## src/hw/adcs_map.svh

```systemverilog
// Constants for the converter's two-wire slave port and its registers
//
// Contract
// - Answer only the fixed 7-bit address 1001000 or 1001001, chosen by variant.
// - Acknowledge general-call address 00h and data 06h, treat as reset request.
// - That reset aborts conversion, zeroes result, restores setup default, as power-up.
// - Always acknowledge general-call address; do not acknowledge data other than 04h/06h.
// - Master code 00001XXX after start is not acknowledged; fast clocks then accepted.
// - Leave high-speed mode at the first stop after the master code.
// - Result is 12-bit two's complement, right-justified, top four bits copy sign.
// - Result reads zero after any reset until the first conversion completes.
// - Setup register takes 80h on reset.
// - Single-shot: writing 1 to bit 7 starts a conversion; continuous ignores it.
// - Single-shot: bit 7 reads 1 while converting, 0 when idle.
// - Continuous mode: bit 7 always reads 1.
// - Bit 4 selects mode: 1 single-shot, 0 continuous; reset value 0.
// - Bits 1:0 select gain 1, 2, 4 or 8; default gain 1.
// - Read returns result high byte, then low byte, then setup byte.
// - Bytes read past the third return FFh with no side effect.
// - Write loads only the first data byte, acknowledges only it.
// - Never hold the clock line low.
// - Single-shot completion stores result, clears bit 7, powers down.
// - Continuous to single-shot: finish current conversion, clear bit 7, power down.
`ifndef ADCS_MAP_SVH
`define ADCS_MAP_SVH
`define ADCS_ADDR_VAR0   7'h48
`define ADCS_ADDR_VAR1   7'h49
`define ADCS_GC_ADDR     8'h00
`define ADCS_GC_RESET    8'h06
`define ADCS_GC_LATCH    8'h04
`define ADCS_HS_CODE     5'h01
`define ADCS_CFG_RESET   8'h80
`define ADCS_RES_RESET   16'h0000
`define ADCS_FILL        8'hFF
`define ADCS_BIT_START   7
`define ADCS_BIT_SINGLE  4
`define ADCS_BIT_GAIN_HI 1
`define ADCS_BIT_GAIN_LO 0
`define ADCS_CLK_PERIOD_NS 25
`define ADCS_CONV_TIME_NS  7812500
`define ADCS_CONV_CYCLES   (`ADCS_CONV_TIME_NS / `ADCS_CLK_PERIOD_NS)
`endif

```

## src/hw/adcs_pkg.sv

```systemverilog
// Types shared by the converter slave port
package adcs_pkg;
	typedef enum logic [2:0]
	{
		ADCS_IDLE = 3'h0,
		ADCS_ADDR = 3'h1,
		ADCS_RD   = 3'h3,
		ADCS_WR   = 3'h2,
		ADCS_GCD  = 3'h6
	} adcs_st_e;

	typedef struct packed
	{
		logic       single_shot_select;
		logic [1:0] gain;
	} adcs_cfg_s;
endpackage : adcs_pkg

```

## src/hw/adcs_slave.sv

```systemverilog
// Two-wire slave port, setup/result registers and conversion sequencer
`timescale 1ns/1ps
`default_nettype none
`include "adcs_map.svh"
module adcs_slave
	import adcs_pkg::*;
#(
	parameter logic        ADDR_VARIANT = 1'b0,
	parameter logic [18:0] CONV_CYCLES  = 19'(`ADCS_CONV_CYCLES)
)
(
	input  wire logic        clk,
	input  wire logic        resetn,
	input  wire logic        scl_i,
	input  wire logic        sda_i,
	input  wire logic [11:0] conv_sample,
	output var  logic        sda_o,
	output var  logic        sda_oe,
	output var  logic        scl_oe,
	output var  logic [1:0]  gain_sel,
	output var  logic        conv_active,
	output var  logic        hs_mode
);
	logic       scl_s1_q, scl_s2_q, scl_s3_q;
	logic       sda_s1_q, sda_s2_q, sda_s3_q;
	logic       scl_rise, scl_fall, bus_start, bus_stop;
	logic       ack_dec, ack_end, tx_shift;
	adcs_st_e   st_q, st_d;
	logic [3:0] bit_q;
	logic [7:0] rx_q;
	logic [7:0] tx_q;
	logic [1:0] byte_q;
	logic       nack_q;
	logic       sda_oe_q, hs_q, gc_rst_q;
	logic [6:0] dev_addr;
	logic       addr_hit, gc_hit, hs_hit, gc_ok, ack_now;
	logic       rd_go, wr_cfg, start_req, conv_done;
	logic [1:0] rd_idx;
	logic [7:0] tx_byte;
	logic [7:0] cfg_rb;
	adcs_cfg_s  cfg_q;
	logic       conv_on_q;
	logic [18:0] cnt_q;
	logic [15:0] result_q, snap_q;
	localparam logic [7:0] CFG_DEFAULT = `ADCS_CFG_RESET;

	// Two flops on each pin, a third copy only for edge finding
	always_ff @(posedge clk)
	begin
		scl_s1_q <= scl_i;
		scl_s2_q <= scl_s1_q;
		scl_s3_q <= scl_s2_q;
		sda_s1_q <= sda_i;
		sda_s2_q <= sda_s1_q;
		sda_s3_q <= sda_s2_q;
	end

	// Bus events seen on the synchronised copies
	assign scl_rise  = scl_s2_q & ~scl_s3_q;
	assign scl_fall  = ~scl_s2_q & scl_s3_q;
	assign bus_start = scl_s2_q & scl_s3_q & sda_s3_q & ~sda_s2_q;
	assign bus_stop  = scl_s2_q & scl_s3_q & ~sda_s3_q & sda_s2_q;
	assign ack_dec   = scl_fall & (bit_q == 4'h8);
	assign ack_end   = scl_fall & (bit_q == 4'h9);
	assign tx_shift  = scl_fall & (st_q == ADCS_RD) & (bit_q != 4'h0) & (bit_q < 4'h8);

	// Address and general-call decode on the byte just received
	assign dev_addr = ADDR_VARIANT ? `ADCS_ADDR_VAR1 : `ADCS_ADDR_VAR0;
	assign addr_hit = (st_q == ADCS_ADDR) & (rx_q[7:1] == dev_addr);
	assign gc_hit   = (st_q == ADCS_ADDR) & (rx_q == `ADCS_GC_ADDR);
	assign hs_hit   = (st_q == ADCS_ADDR) & (rx_q[7:3] == `ADCS_HS_CODE);
	assign gc_ok    = (rx_q == `ADCS_GC_RESET) | (rx_q == `ADCS_GC_LATCH);

	// Acknowledge choice; master code and later write bytes get none
	always_comb
	begin
		case (st_q)
			ADCS_ADDR: ack_now = addr_hit | gc_hit;
			ADCS_WR:   ack_now = (byte_q == 2'h0);
			ADCS_GCD:  ack_now = gc_ok;
			default:   ack_now = 1'b0;
		endcase
	end

	// Read byte order, then fill once the three bytes are spent
	assign rd_go  = ack_end & ((addr_hit & rx_q[0]) | ((st_q == ADCS_RD) & ~nack_q));
	assign rd_idx = (st_q == ADCS_ADDR) ? 2'h0 : byte_q;
	always_comb
	begin
		case (rd_idx)
			2'h0:    tx_byte = snap_q[15:8];
			2'h1:    tx_byte = snap_q[7:0];
			2'h2:    tx_byte = cfg_rb;
			default: tx_byte = `ADCS_FILL;
		endcase
	end

	// Next bus state at start, at stop and after each ninth clock
	always_comb
	begin
		st_d = st_q;
		if (bus_start)
			st_d = ADCS_ADDR;
		else if (bus_stop)
			st_d = ADCS_IDLE;
		else if (ack_end)
		begin
			case (st_q)
				ADCS_ADDR:
				begin
					if (addr_hit)
						st_d = rx_q[0] ? ADCS_RD : ADCS_WR;
					else if (gc_hit)
						st_d = ADCS_GCD;
					else
						st_d = ADCS_IDLE;
				end
				ADCS_RD: st_d = nack_q ? ADCS_IDLE : ADCS_RD;
				ADCS_WR: st_d = ADCS_WR;
				ADCS_GCD: st_d = ADCS_GCD;
				default: st_d = ADCS_IDLE;
			endcase
		end
	end

	// Bus state and bit counter
	always_ff @(posedge clk)
	begin
		if (!resetn)
		begin
			st_q  <= ADCS_IDLE;
			bit_q <= 4'h0;
		end
		else
		begin
			st_q <= st_d;
			if (bus_start | bus_stop | ack_end)
				bit_q <= 4'h0;
			else if (scl_rise)
				bit_q <= bit_q + 4'h1;
		end
	end

	// Receive shifter and the master's acknowledge on reads.
	// The ninth bit must not shift in: the byte is decoded again at ack end.
	always_ff @(posedge clk)
	begin
		if (!resetn)
		begin
			rx_q   <= 8'h00;
			nack_q <= 1'b0;
		end
		else if (scl_rise)
		begin
			if (bit_q < 4'h8)
				rx_q <= {rx_q[6:0], sda_s2_q};
			if (bit_q == 4'h8)
				nack_q <= sda_s2_q;
		end
	end

	// Byte index saturates so extra bytes do nothing
	always_ff @(posedge clk)
	begin
		if (!resetn)
			byte_q <= 2'h0;
		else if (ack_end & (st_q == ADCS_ADDR))
			byte_q <= {1'b0, rx_q[0]};
		else if (ack_end & (byte_q != 2'h3))
			byte_q <= byte_q + 2'h1;
	end

	// Transmit shifter; ones shift in so a released line reads high
	always_ff @(posedge clk)
	begin
		if (!resetn)
			tx_q <= `ADCS_FILL;
		else if (rd_go)
			tx_q <= tx_byte;
		else if (tx_shift)
			tx_q <= {tx_q[6:0], 1'b1};
	end

	// Data line drive: only ever pulls low, released at start and stop
	always_ff @(posedge clk)
	begin
		if (!resetn)
			sda_oe_q <= 1'b0;
		else if (bus_start | bus_stop)
			sda_oe_q <= 1'b0;
		else if (ack_dec)
			sda_oe_q <= ack_now;
		else if (ack_end)
			sda_oe_q <= rd_go & ~tx_byte[7];
		else if (tx_shift)
			sda_oe_q <= ~tx_q[6];
	end

	// Fast-mode filters on after the master code, off at the next stop
	always_ff @(posedge clk)
	begin
		if (!resetn)
			hs_q <= 1'b0;
		else if (bus_stop)
			hs_q <= 1'b0;
		else if (ack_dec & hs_hit)
			hs_q <= 1'b1;
	end

	// General-call reset request, applied one clock later
	always_ff @(posedge clk)
	begin
		if (!resetn)
			gc_rst_q <= 1'b0;
		else
			gc_rst_q <= ack_dec & (st_q == ADCS_GCD) & (rx_q == `ADCS_GC_RESET);
	end

	// Setup write takes the first data byte only; reserved bits dropped
	assign wr_cfg    = ack_dec & (st_q == ADCS_WR) & (byte_q == 2'h0);
	assign start_req = wr_cfg & rx_q[`ADCS_BIT_START] & rx_q[`ADCS_BIT_SINGLE] & ~conv_on_q;
	assign conv_done = conv_on_q & (cnt_q == CONV_CYCLES - 19'h1);

	always_ff @(posedge clk)
	begin
		if (!resetn | gc_rst_q)
		begin
			cfg_q.single_shot_select <= CFG_DEFAULT[`ADCS_BIT_SINGLE];
			cfg_q.gain <= CFG_DEFAULT[`ADCS_BIT_GAIN_HI:`ADCS_BIT_GAIN_LO];
		end
		else if (wr_cfg)
		begin
			cfg_q.single_shot_select <= rx_q[`ADCS_BIT_SINGLE];
			cfg_q.gain <= rx_q[`ADCS_BIT_GAIN_HI:`ADCS_BIT_GAIN_LO];
		end
	end

	// Busy bit reads 1 in continuous mode, else follows the converter
	assign cfg_rb = {~cfg_q.single_shot_select | conv_on_q, 2'h0,
		cfg_q.single_shot_select, 2'h0, cfg_q.gain};

	// Conversion sequencer; a mode change lets the running one finish
	always_ff @(posedge clk)
	begin
		if (!resetn | gc_rst_q)
		begin
			conv_on_q <= 1'b0;
			cnt_q     <= 19'h0;
		end
		else if (conv_done)
		begin
			conv_on_q <= ~cfg_q.single_shot_select;
			cnt_q     <= 19'h0;
		end
		else
		begin
			if (~cfg_q.single_shot_select | start_req)
				conv_on_q <= 1'b1;
			if (conv_on_q)
				cnt_q <= cnt_q + 19'h1;
		end
	end

	// Whole word loads in one clock; reads use a copy taken at address time
	always_ff @(posedge clk)
	begin
		if (!resetn | gc_rst_q)
			result_q <= `ADCS_RES_RESET;
		else if (conv_done)
			result_q <= {{4{conv_sample[11]}}, conv_sample};
	end

	always_ff @(posedge clk)
	begin
		if (!resetn)
			snap_q <= `ADCS_RES_RESET;
		else if (ack_dec & addr_hit & rx_q[0])
			snap_q <= result_q;
	end

	// Pin and status outputs; clock line is never driven
	always_ff @(posedge clk)
	begin
		if (!resetn)
		begin
			sda_o       <= 1'b0;
			sda_oe      <= 1'b0;
			scl_oe      <= 1'b0;
			gain_sel    <= 2'h0;
			conv_active <= 1'b0;
			hs_mode     <= 1'b0;
		end
		else
		begin
			sda_o       <= 1'b0;
			sda_oe      <= sda_oe_q;
			scl_oe      <= 1'b0;
			gain_sel    <= cfg_q.gain;
			conv_active <= conv_on_q;
			hs_mode     <= hs_q;
		end
	end
endmodule : adcs_slave
`default_nettype wire
```

## config.mk

```make
export PLATFORM = sky130hd
export DESIGN_NAME = adcs_slave
export DESIGN_NICKNAME = d
export VERILOG_FILES = /design/src/hw/adcs_pkg.sv /design/src/hw/adcs_slave.sv
export VERILOG_INCLUDE_DIRS = /design/src /design/src/hw
export SDC_FILE = /design/constraint.sdc
export NUM_CORES = 1
export LEC_CHECK = 0
export BUFFER_PORTS_ARGS = -buffer_cell sky130_fd_sc_hd__buf_2
export CAP_MARGIN = 15
export CORE_MARGIN = 5
export CORE_UTILIZATION = 40
export CTS_CLUSTER_SIZE = 14
export DETAILED_ROUTE_END_ITERATION = 8
export GPL_ROUTABILITY_DRIVEN = 0
export PLACE_DENSITY = 0.6
export SLEW_MARGIN = 30
export SYNTH_ARGS = -nofsm -noshare
export SYNTH_HDL_FRONTEND = slang
export SYNTH_SLANG_ARGS = --single-unit
```

## constraint.sdc

```tcl
create_clock -name clk -period 2.2 [get_ports clk]
set_input_delay 0.55 -clock clk [delete_from_list [all_inputs] [get_ports clk]]
set_output_delay 0.55 -clock clk [all_outputs]
set_load 0.1 [all_outputs]
```

==> results of run 1 <==
## stage by stage
| stage | util | instance area [um^2] | total power [mW] | hold WS [ns] | std cells |
|---|---|---|---|---|---|
| 2_1_floorplan | - | 3800 | 1.72 | 0.310 | 416 |
| 3_3_place_gp | 0.439 | 4060 | 1.76 | 0.311 | 560 |
| 3_5_place_dp | 0.439 | 4060 | 1.76 | 0.316 | 560 |
| 4_1_cts | 0.458 | 4230 | 2.74 | 0.280 | 575 |
| 5_1_grt | 0.458 | 4230 | 2.83 | 0.275 | 575 |
| 6_report | 0.458 | 4230 | 2.70 | 0.300 | 575 |
## sequential cells by signal, summed over array words and instances (netlist names), 2 cells and up
signal / flops
rx_q: 8
cfg_q: 3
result_q: 12
st_q: 3
gain_sel: 2
byte_q: 2
tx_q: 7
cnt_q: 19
snap_q: 12
bit_q: 4
## path summary, 6_finish.rpt
check | to | cells after the start
min | sda_s1_q | 1
max reg2reg | sda_oe_q | 7
max | sda_oe_q | 7
min reg2reg | sda_s2_q | 0
## placed cells by master (no fill, tap or decap), types with 2 or more instances in the layout
cell / n
nand2_1: 37
and2_1: 8
inv_6: 2
conb_1: 2
buf_2: 20
and3_1: 9
a21boi_0: 12
nand4_1: 11
dfxtp_1: 86
o22ai_1: 5
or2_2: 2
buf_4: 14
a2bb2oi_1: 2
and4_1: 2
nor4_1: 3
and3b_2: 2
clkbuf_8: 9
o21ai_0: 28
mux2_2: 5
clkinvlp_4: 2
inv_1: 7
a21oi_1: 6
xnor2_1: 6
nor2b_1: 16
ha_1: 6
nor3_1: 5
nand2b_1: 4
nor2_1: 56
nand3_1: 8
mux2i_1: 27
xor2_1: 16
## layout make-up
type / instances / area share
multi-input combinational: 304 / 0.460
sequential: 86 / 0.407
timing repair buffer: 34 / 0.0485
tap: 129 / 0.0381
clock buffer: 9 / 0.0293
clock inverter: 6 / 0.0109
inverter: 7 / 0.00621
## Yosys cell counts, drive strengths merged, types with 2 or more instances
master,number,area (um^2)
o21ai,28,140
and4,2,17.5
nor2,56,210
ha,6,75.1
a2bb2oi,2,17.5
clkbuf,9,33.8
nor2b,16,100
dfxtp,86,1720
nor3,5,25.0
a21boi,12,90.1
and3b,2,20.0
inv,7,26.3
nand4,12,81.3
and3,9,56.3
and2,9,57.6
or2,3,18.8
nor3b,2,26.3
o22ai,5,31.3
nand3,8,40.0
mux2i,27,270
nor4,4,40.0
buf,10,75.1
xor2,16,140
mux2,5,56.3
a21oi,7,38.8
nand2b,4,25.0
xnor2,6,52.6
nand2,37,139
## where the power goes
part	internal (mW)	switching, mW	total, mW
sequential	1.57	0.0137	1.59
combinational	0.0546	0.0838	0.138
clock	0.412	0.564	0.976
## routing by layer
layer | up-vias | GRT usage | wire length (um)
li1 | 1480 | - | -
met1 | 1339 | 0.183 | 3760
met2 | 32 | 0.216 | 3330
met3 | 9 | 0.0270 | 241
met4 | 0 | 0.0613 | 95
met5 | - | 0 | 0
## what timing repair did
item	in CTS	in global routing
hold buffers	0	0
gates resized for setup	0	1
buffers inserted	0	0
endpoints found under the setup margin	0	6
## kinds of logic after synthesis
group,after synthesis,share of synthesized area
and+or+nand+nor,175,0.239
DFF,86,0.454
AOI/OAI and AO/OA,67,0.114
muxes,32,0.0860
buffers and inverters,26,0.0356
xor gates and xnor gates,22,0.0508
adders and majority gates,6,0.0198
other,1,0.000988
==> run metrics, run 1 <==
fmax=about 500 MHz; I/O pin total=23; worst-skew pair later-pin latency=0.35 ns; largest net degree at the start of global routing=40; Core Region=9240 um^2; remaining antenna violation count after routing=0; final wirelength=7430 um; WP buf/inv=1; # setup viols final=0; power density over cell area=638 nW/um^2; Clock Tree Buf Depth=2; global route total overflow=0; fillers=937; maxcap violations=0; nets=464; hold_sp=sda_i; Netlist cell types=56; Crit. Startpoint=bit_q[1]; syn_area_per_cell=9.15 um^2; Setup WS post-layout=between 0.2 and 0.25 ns; Reg clk slew, reported paths=approximately 0.080 ns; CTS Buf Count=9; crit path max fanout=10; Residual DRC=0; Vert. Die Dim=about 110 um; kind of critical path=reg2reg; asr flop ratio synth=0; Synth Flop Type=dfxtp_1; register area share after synthesis=0.454; root buf cell=clkbuf_8; Cell Rows=35; Pleak=between 1.5 and 2 nW; Chip Width=between 100 and 150 um; CTS tree=done; unrepaired setup endpoints after global routing=false; global-route wire length before repair=13000 um; gr usage total=0.137; post-place setup slack=~0.10 ns; critical-path cell list=inv_1, ha_1, nor2b_1, or4b_4, or2_0, a211oi_2, a311o_1; YS warnings=0; ant diodes=0; Multi-input gate area=1950 um^2; Slew Viols, Final=0; Worst path max stage delay=0.59 ns; Worst-Margin Slew=0.615 ns; Final Hold Vio Count=0; antenna violations before repair=0; Die Area=around 12000 um^2; Area Overhead vs Synth=11.5%; Startpoint Class=flop; Seq cells post-synth=86; Hold Crit Class=in2reg; Cells after Synth=415; Period minus WS final=1.98 ns; slowest CP cell=or4b_4; Vias/cell=4.97; via count=about 2900; CP Data Required Time=2.48 ns; starting density of the core=0.411; Worst slew margin=0.586; TNS Setup=0 ns; Arr. time, crit path=2.27 ns; Detailed Route Iter0 Violations=125; status=finished clean; Layout Skew=0.0133 ns; DR WL/cell=12.9 um; H-tree levels=3; Syn Std Cell Area=3800 um^2; share of cells above drive strength 1=0.152; Reg2Reg Launch Point=bit_q[1]; EDFF count, synth=0; # clock sinks=86; drt pass-1 iters=4; I/O Buffers=20; R2R setup slack=0.22 ns; Final period util=0.902; Crit. End Element=flop; vias in the first global route=~2700; Crit path max-delay family=simple AND/OR/NAND/NOR gates; register area=1720 um^2; DP Wirelength=5380 um; Worst VDD drop=0.265 mV
Note: power is estimated with default switching activity, not from simulation.
==> run 2, diff against run 1 <==
--- a/config.mk
+++ b/config.mk
@@ -6,6 +6,7 @@
 export SDC_FILE = /design/constraint.sdc
 export NUM_CORES = 1
 export LEC_CHECK = 0
+export ABC_AREA = 1
 export BUFFER_PORTS_ARGS = -buffer_cell sky130_fd_sc_hd__buf_2
 export CAP_MARGIN = 15
 export CORE_MARGIN = 5
==> run 2 against run 1 <==
Core utilization shrank 1.2 points. Sequential power is essentially flat. Sequential cell count is the same. Non-clock buffer count shrank 11. Highest routed layer unchanged.
==> run metrics, run 2 <==
Startpoint Class=flop; Chip Width=109 um (+1.4%); leading area contributor after synthesis=dfxtp_1; asr flop ratio synth=0 (unchanged); # clock sinks=86 (unchanged); global route total overflow=0 (unchanged); DR WL met3=235 um (-2.5%); via count=3191 (+12%); gr usage total=0.149 (+0.0115); H-tree levels=3 (unchanged); Netlist cell types=39 (-30%); Pleak=1.74 nW (+9.4%); fmax=545 MHz (+8.1%); Crit. End Element=flop; Core Region=9640 um^2 (+4.3%); M1 WL=3810 um (+1.3%); I/O pin total=23 (unchanged); Top Registers=cnt_q (19), result_q (12), snap_q (12); Slew Viols, Final=0 (unchanged); critical-path cell list=ha_1, nand3_1, nor4_2, nand4_2, nand2_4, nor2_1; top sig layer=met4; Worst VDD drop=0.233 mV (-12%); top cell type's share of synthesized area=0.440 (-0.0138); Reg clk slew, reported paths=0.09 ns (about the same); remaining antenna violation count after routing=0 (unchanged); YS warnings=0 (unchanged); power density over cell area=658 nW/um^2 (+3.2%); Cells after Synth=510 (+23%); Arr. time, crit path=2.08 ns (-0.19 ns); register area share after synthesis=0.440 (-0.0138); Detailed Route Iter0 Violations=145 (+16%); CP Data Required Time=2.45 ns (-0.03 ns); Synth Flop Type=dfxtp_1; Largest Register=cnt_q; Vias/cell=4.78 (-4.0%); starting density of the core=0.406 (-0.00468); TNS Setup=0 ns (unchanged); Seq cells post-synth=86 (unchanged); commonest cells after routing, fill and taps aside=86 x dfxtp_1, 76 x nand2_1, 64 x inv_1; Post-synth top cells=86 x dfxtp_1, 76 x nand2_1, 64 x inv_1, 62 x nor2_1, 41 x o21ai_0; leading cell type in the layout, fill and taps excluded=dfxtp_1; Layout Utilization=0.446 (-0.0116); wire length on met2=3760 um (+13%); crit path max fanout=19 (+9); Die Area=11900 um^2 (+2.8%); Residual DRC=0 (unchanged); nets=552 (+19%); Syn Std Cell Area=3920 um^2 (+3.1%); vias in the first global route=3074 (+12%); Cell Count, Final, Fillers Out=668 (+16%); EDFF count, synth=0 (unchanged); Clock Tree Buf Depth=2 (unchanged); root buf cell=clkbuf_8; slowest CP cell=dfxtp_1; Vert. Die Dim=109 um (+1.4%); CTS Buf Count=9 (unchanged); kind of critical path=reg2reg; maxcap violations=0 (unchanged); I/O Buffers=20 (unchanged); count leader, synth=dfxtp_1; worst-skew pair later-pin latency=0.37 ns (+0.02 ns); Period minus WS final=1.83 ns (-0.149 ns); DR WL/cell=11.8 um (-8.5%); share of cells above drive strength 1=0.142 (-0.0104); Worst path max stage delay=0.39 ns (-0.20 ns); max reg flops=19 (unchanged); largest net degree at the start of global routing=28 (-30%); final wirelength=7900 um (+6.3%); Hold Crit Class=in2reg; unrepaired setup endpoints after global routing=false; top post-synthesis cells by area=dfxtp_1 44%, nand2_1 7.3%, inv_1 6.1%, nor2_1 5.9%, o21ai_0 5.2%; Final period util=0.834 (-0.0677); CTS tree=done; # setup viols final=0 (unchanged); syn_area_per_cell=7.68 um^2 (-16%); antenna violations before repair=0 (unchanged); ant diodes=0 (unchanged); status=finished clean; DP Wirelength=5850 um (+8.8%); CTS Hold Bufs=0 (unchanged); Final Hold Vio Count=0 (unchanged); Area Overhead vs Synth=9.91%; global-route wire length before repair=13900 um (+7.5%); total placed cells including tap cells=652 (+16%); Layout Skew=0.0140 ns (+0.000696 ns); Cell Rows=36 (+2.9%); drt pass-1 iters=5 (+1)
run 2: per-stage QoR:
step	worst slack (ns)	area [um^2]	power, mW	hold slack, ns
2_1_floorplan	0.720	3920	1.76	0.310
3_3_place_gp	0.306	4100	1.79	0.317
3_5_place_dp	0.249	4100	1.80	0.314
4_1_cts	0.257	4290	2.87	0.266
5_1_grt	0.183	4300	2.98	0.264
6_report	0.365	4300	2.83	0.287
run 2: path summary, 6_finish.rpt:
kind	startpoint	to	slack [ns]	cells past startpoint
setup / recovery	cnt_q[0]	cnt_q[15]	0.37	6
hold / removal	sda_i	sda_s1_q	0.29	1
setup reg to reg	cnt_q[0]	cnt_q[15]	0.37	6
hold reg to reg	sda_s1_q	sda_s2_q	0.33	0
run 2: repair_timing:
item | 4_1_cts | 5_1_grt
resized for setup | 0 | 1
buffers inserted | 0 | 0
setup endpoints to repair | 0 | 8
run 2: cell families (layout without fill, tap and decap cells):
logic type | after synthesis | count (layout) | share of synthesized area
and+or+nand+nor | 214 | 214 | 0.273
AOI/OAI and AO/OA | 101 | 101 | 0.136
DFF | 86 | 86 | 0.440
buffers and inverters | 86 | 110 | 0.0956
xor gates and xnor gates | 16 | 16 | 0.0358
adders and majority gates | 6 | 6 | 0.0192
other | 1 | 2 | 0.000958
run 2: where the power goes:
group | switching [mW] | total, mW | internal [mW]
Sequential | 0.0233 | 1.60 | 1.58
Clock | 0.609 | 1.07 | 0.461
Combinational | 0.113 | 0.161 | 0.0480
Total | 0.744 | 2.83 | 2.09
run 2: area by class of cell:
class	count	area, um^2
Clock inverter	6	53.8
Multi-Input combinational cell	339	1830
Sequential cell	86	1720
Tap cell	133	166
Fill cell	1036	5340
Timing Repair Buffer	23	123
Clock buffer	10	138
Inverter	71	269
run 2: per-layer routing:
| metal | vias to the layer above | global-route usage |
|---|---|---|
| met1 | 1451 | 0.191 |
| met2 | 31 | 0.236 |
| met4 | 0 | 0.0568 |
| li1 | 1702 | - |
| met3 | 7 | 0.0444 |
| met5 | - | 0 |
run 2: worst max-delay path, delay by kind of cell (launching register included):
kind	cells	cell delay (ns)
flops	1	0.39
fa+ha+maj	1	0.26
simple gates	5	1.06
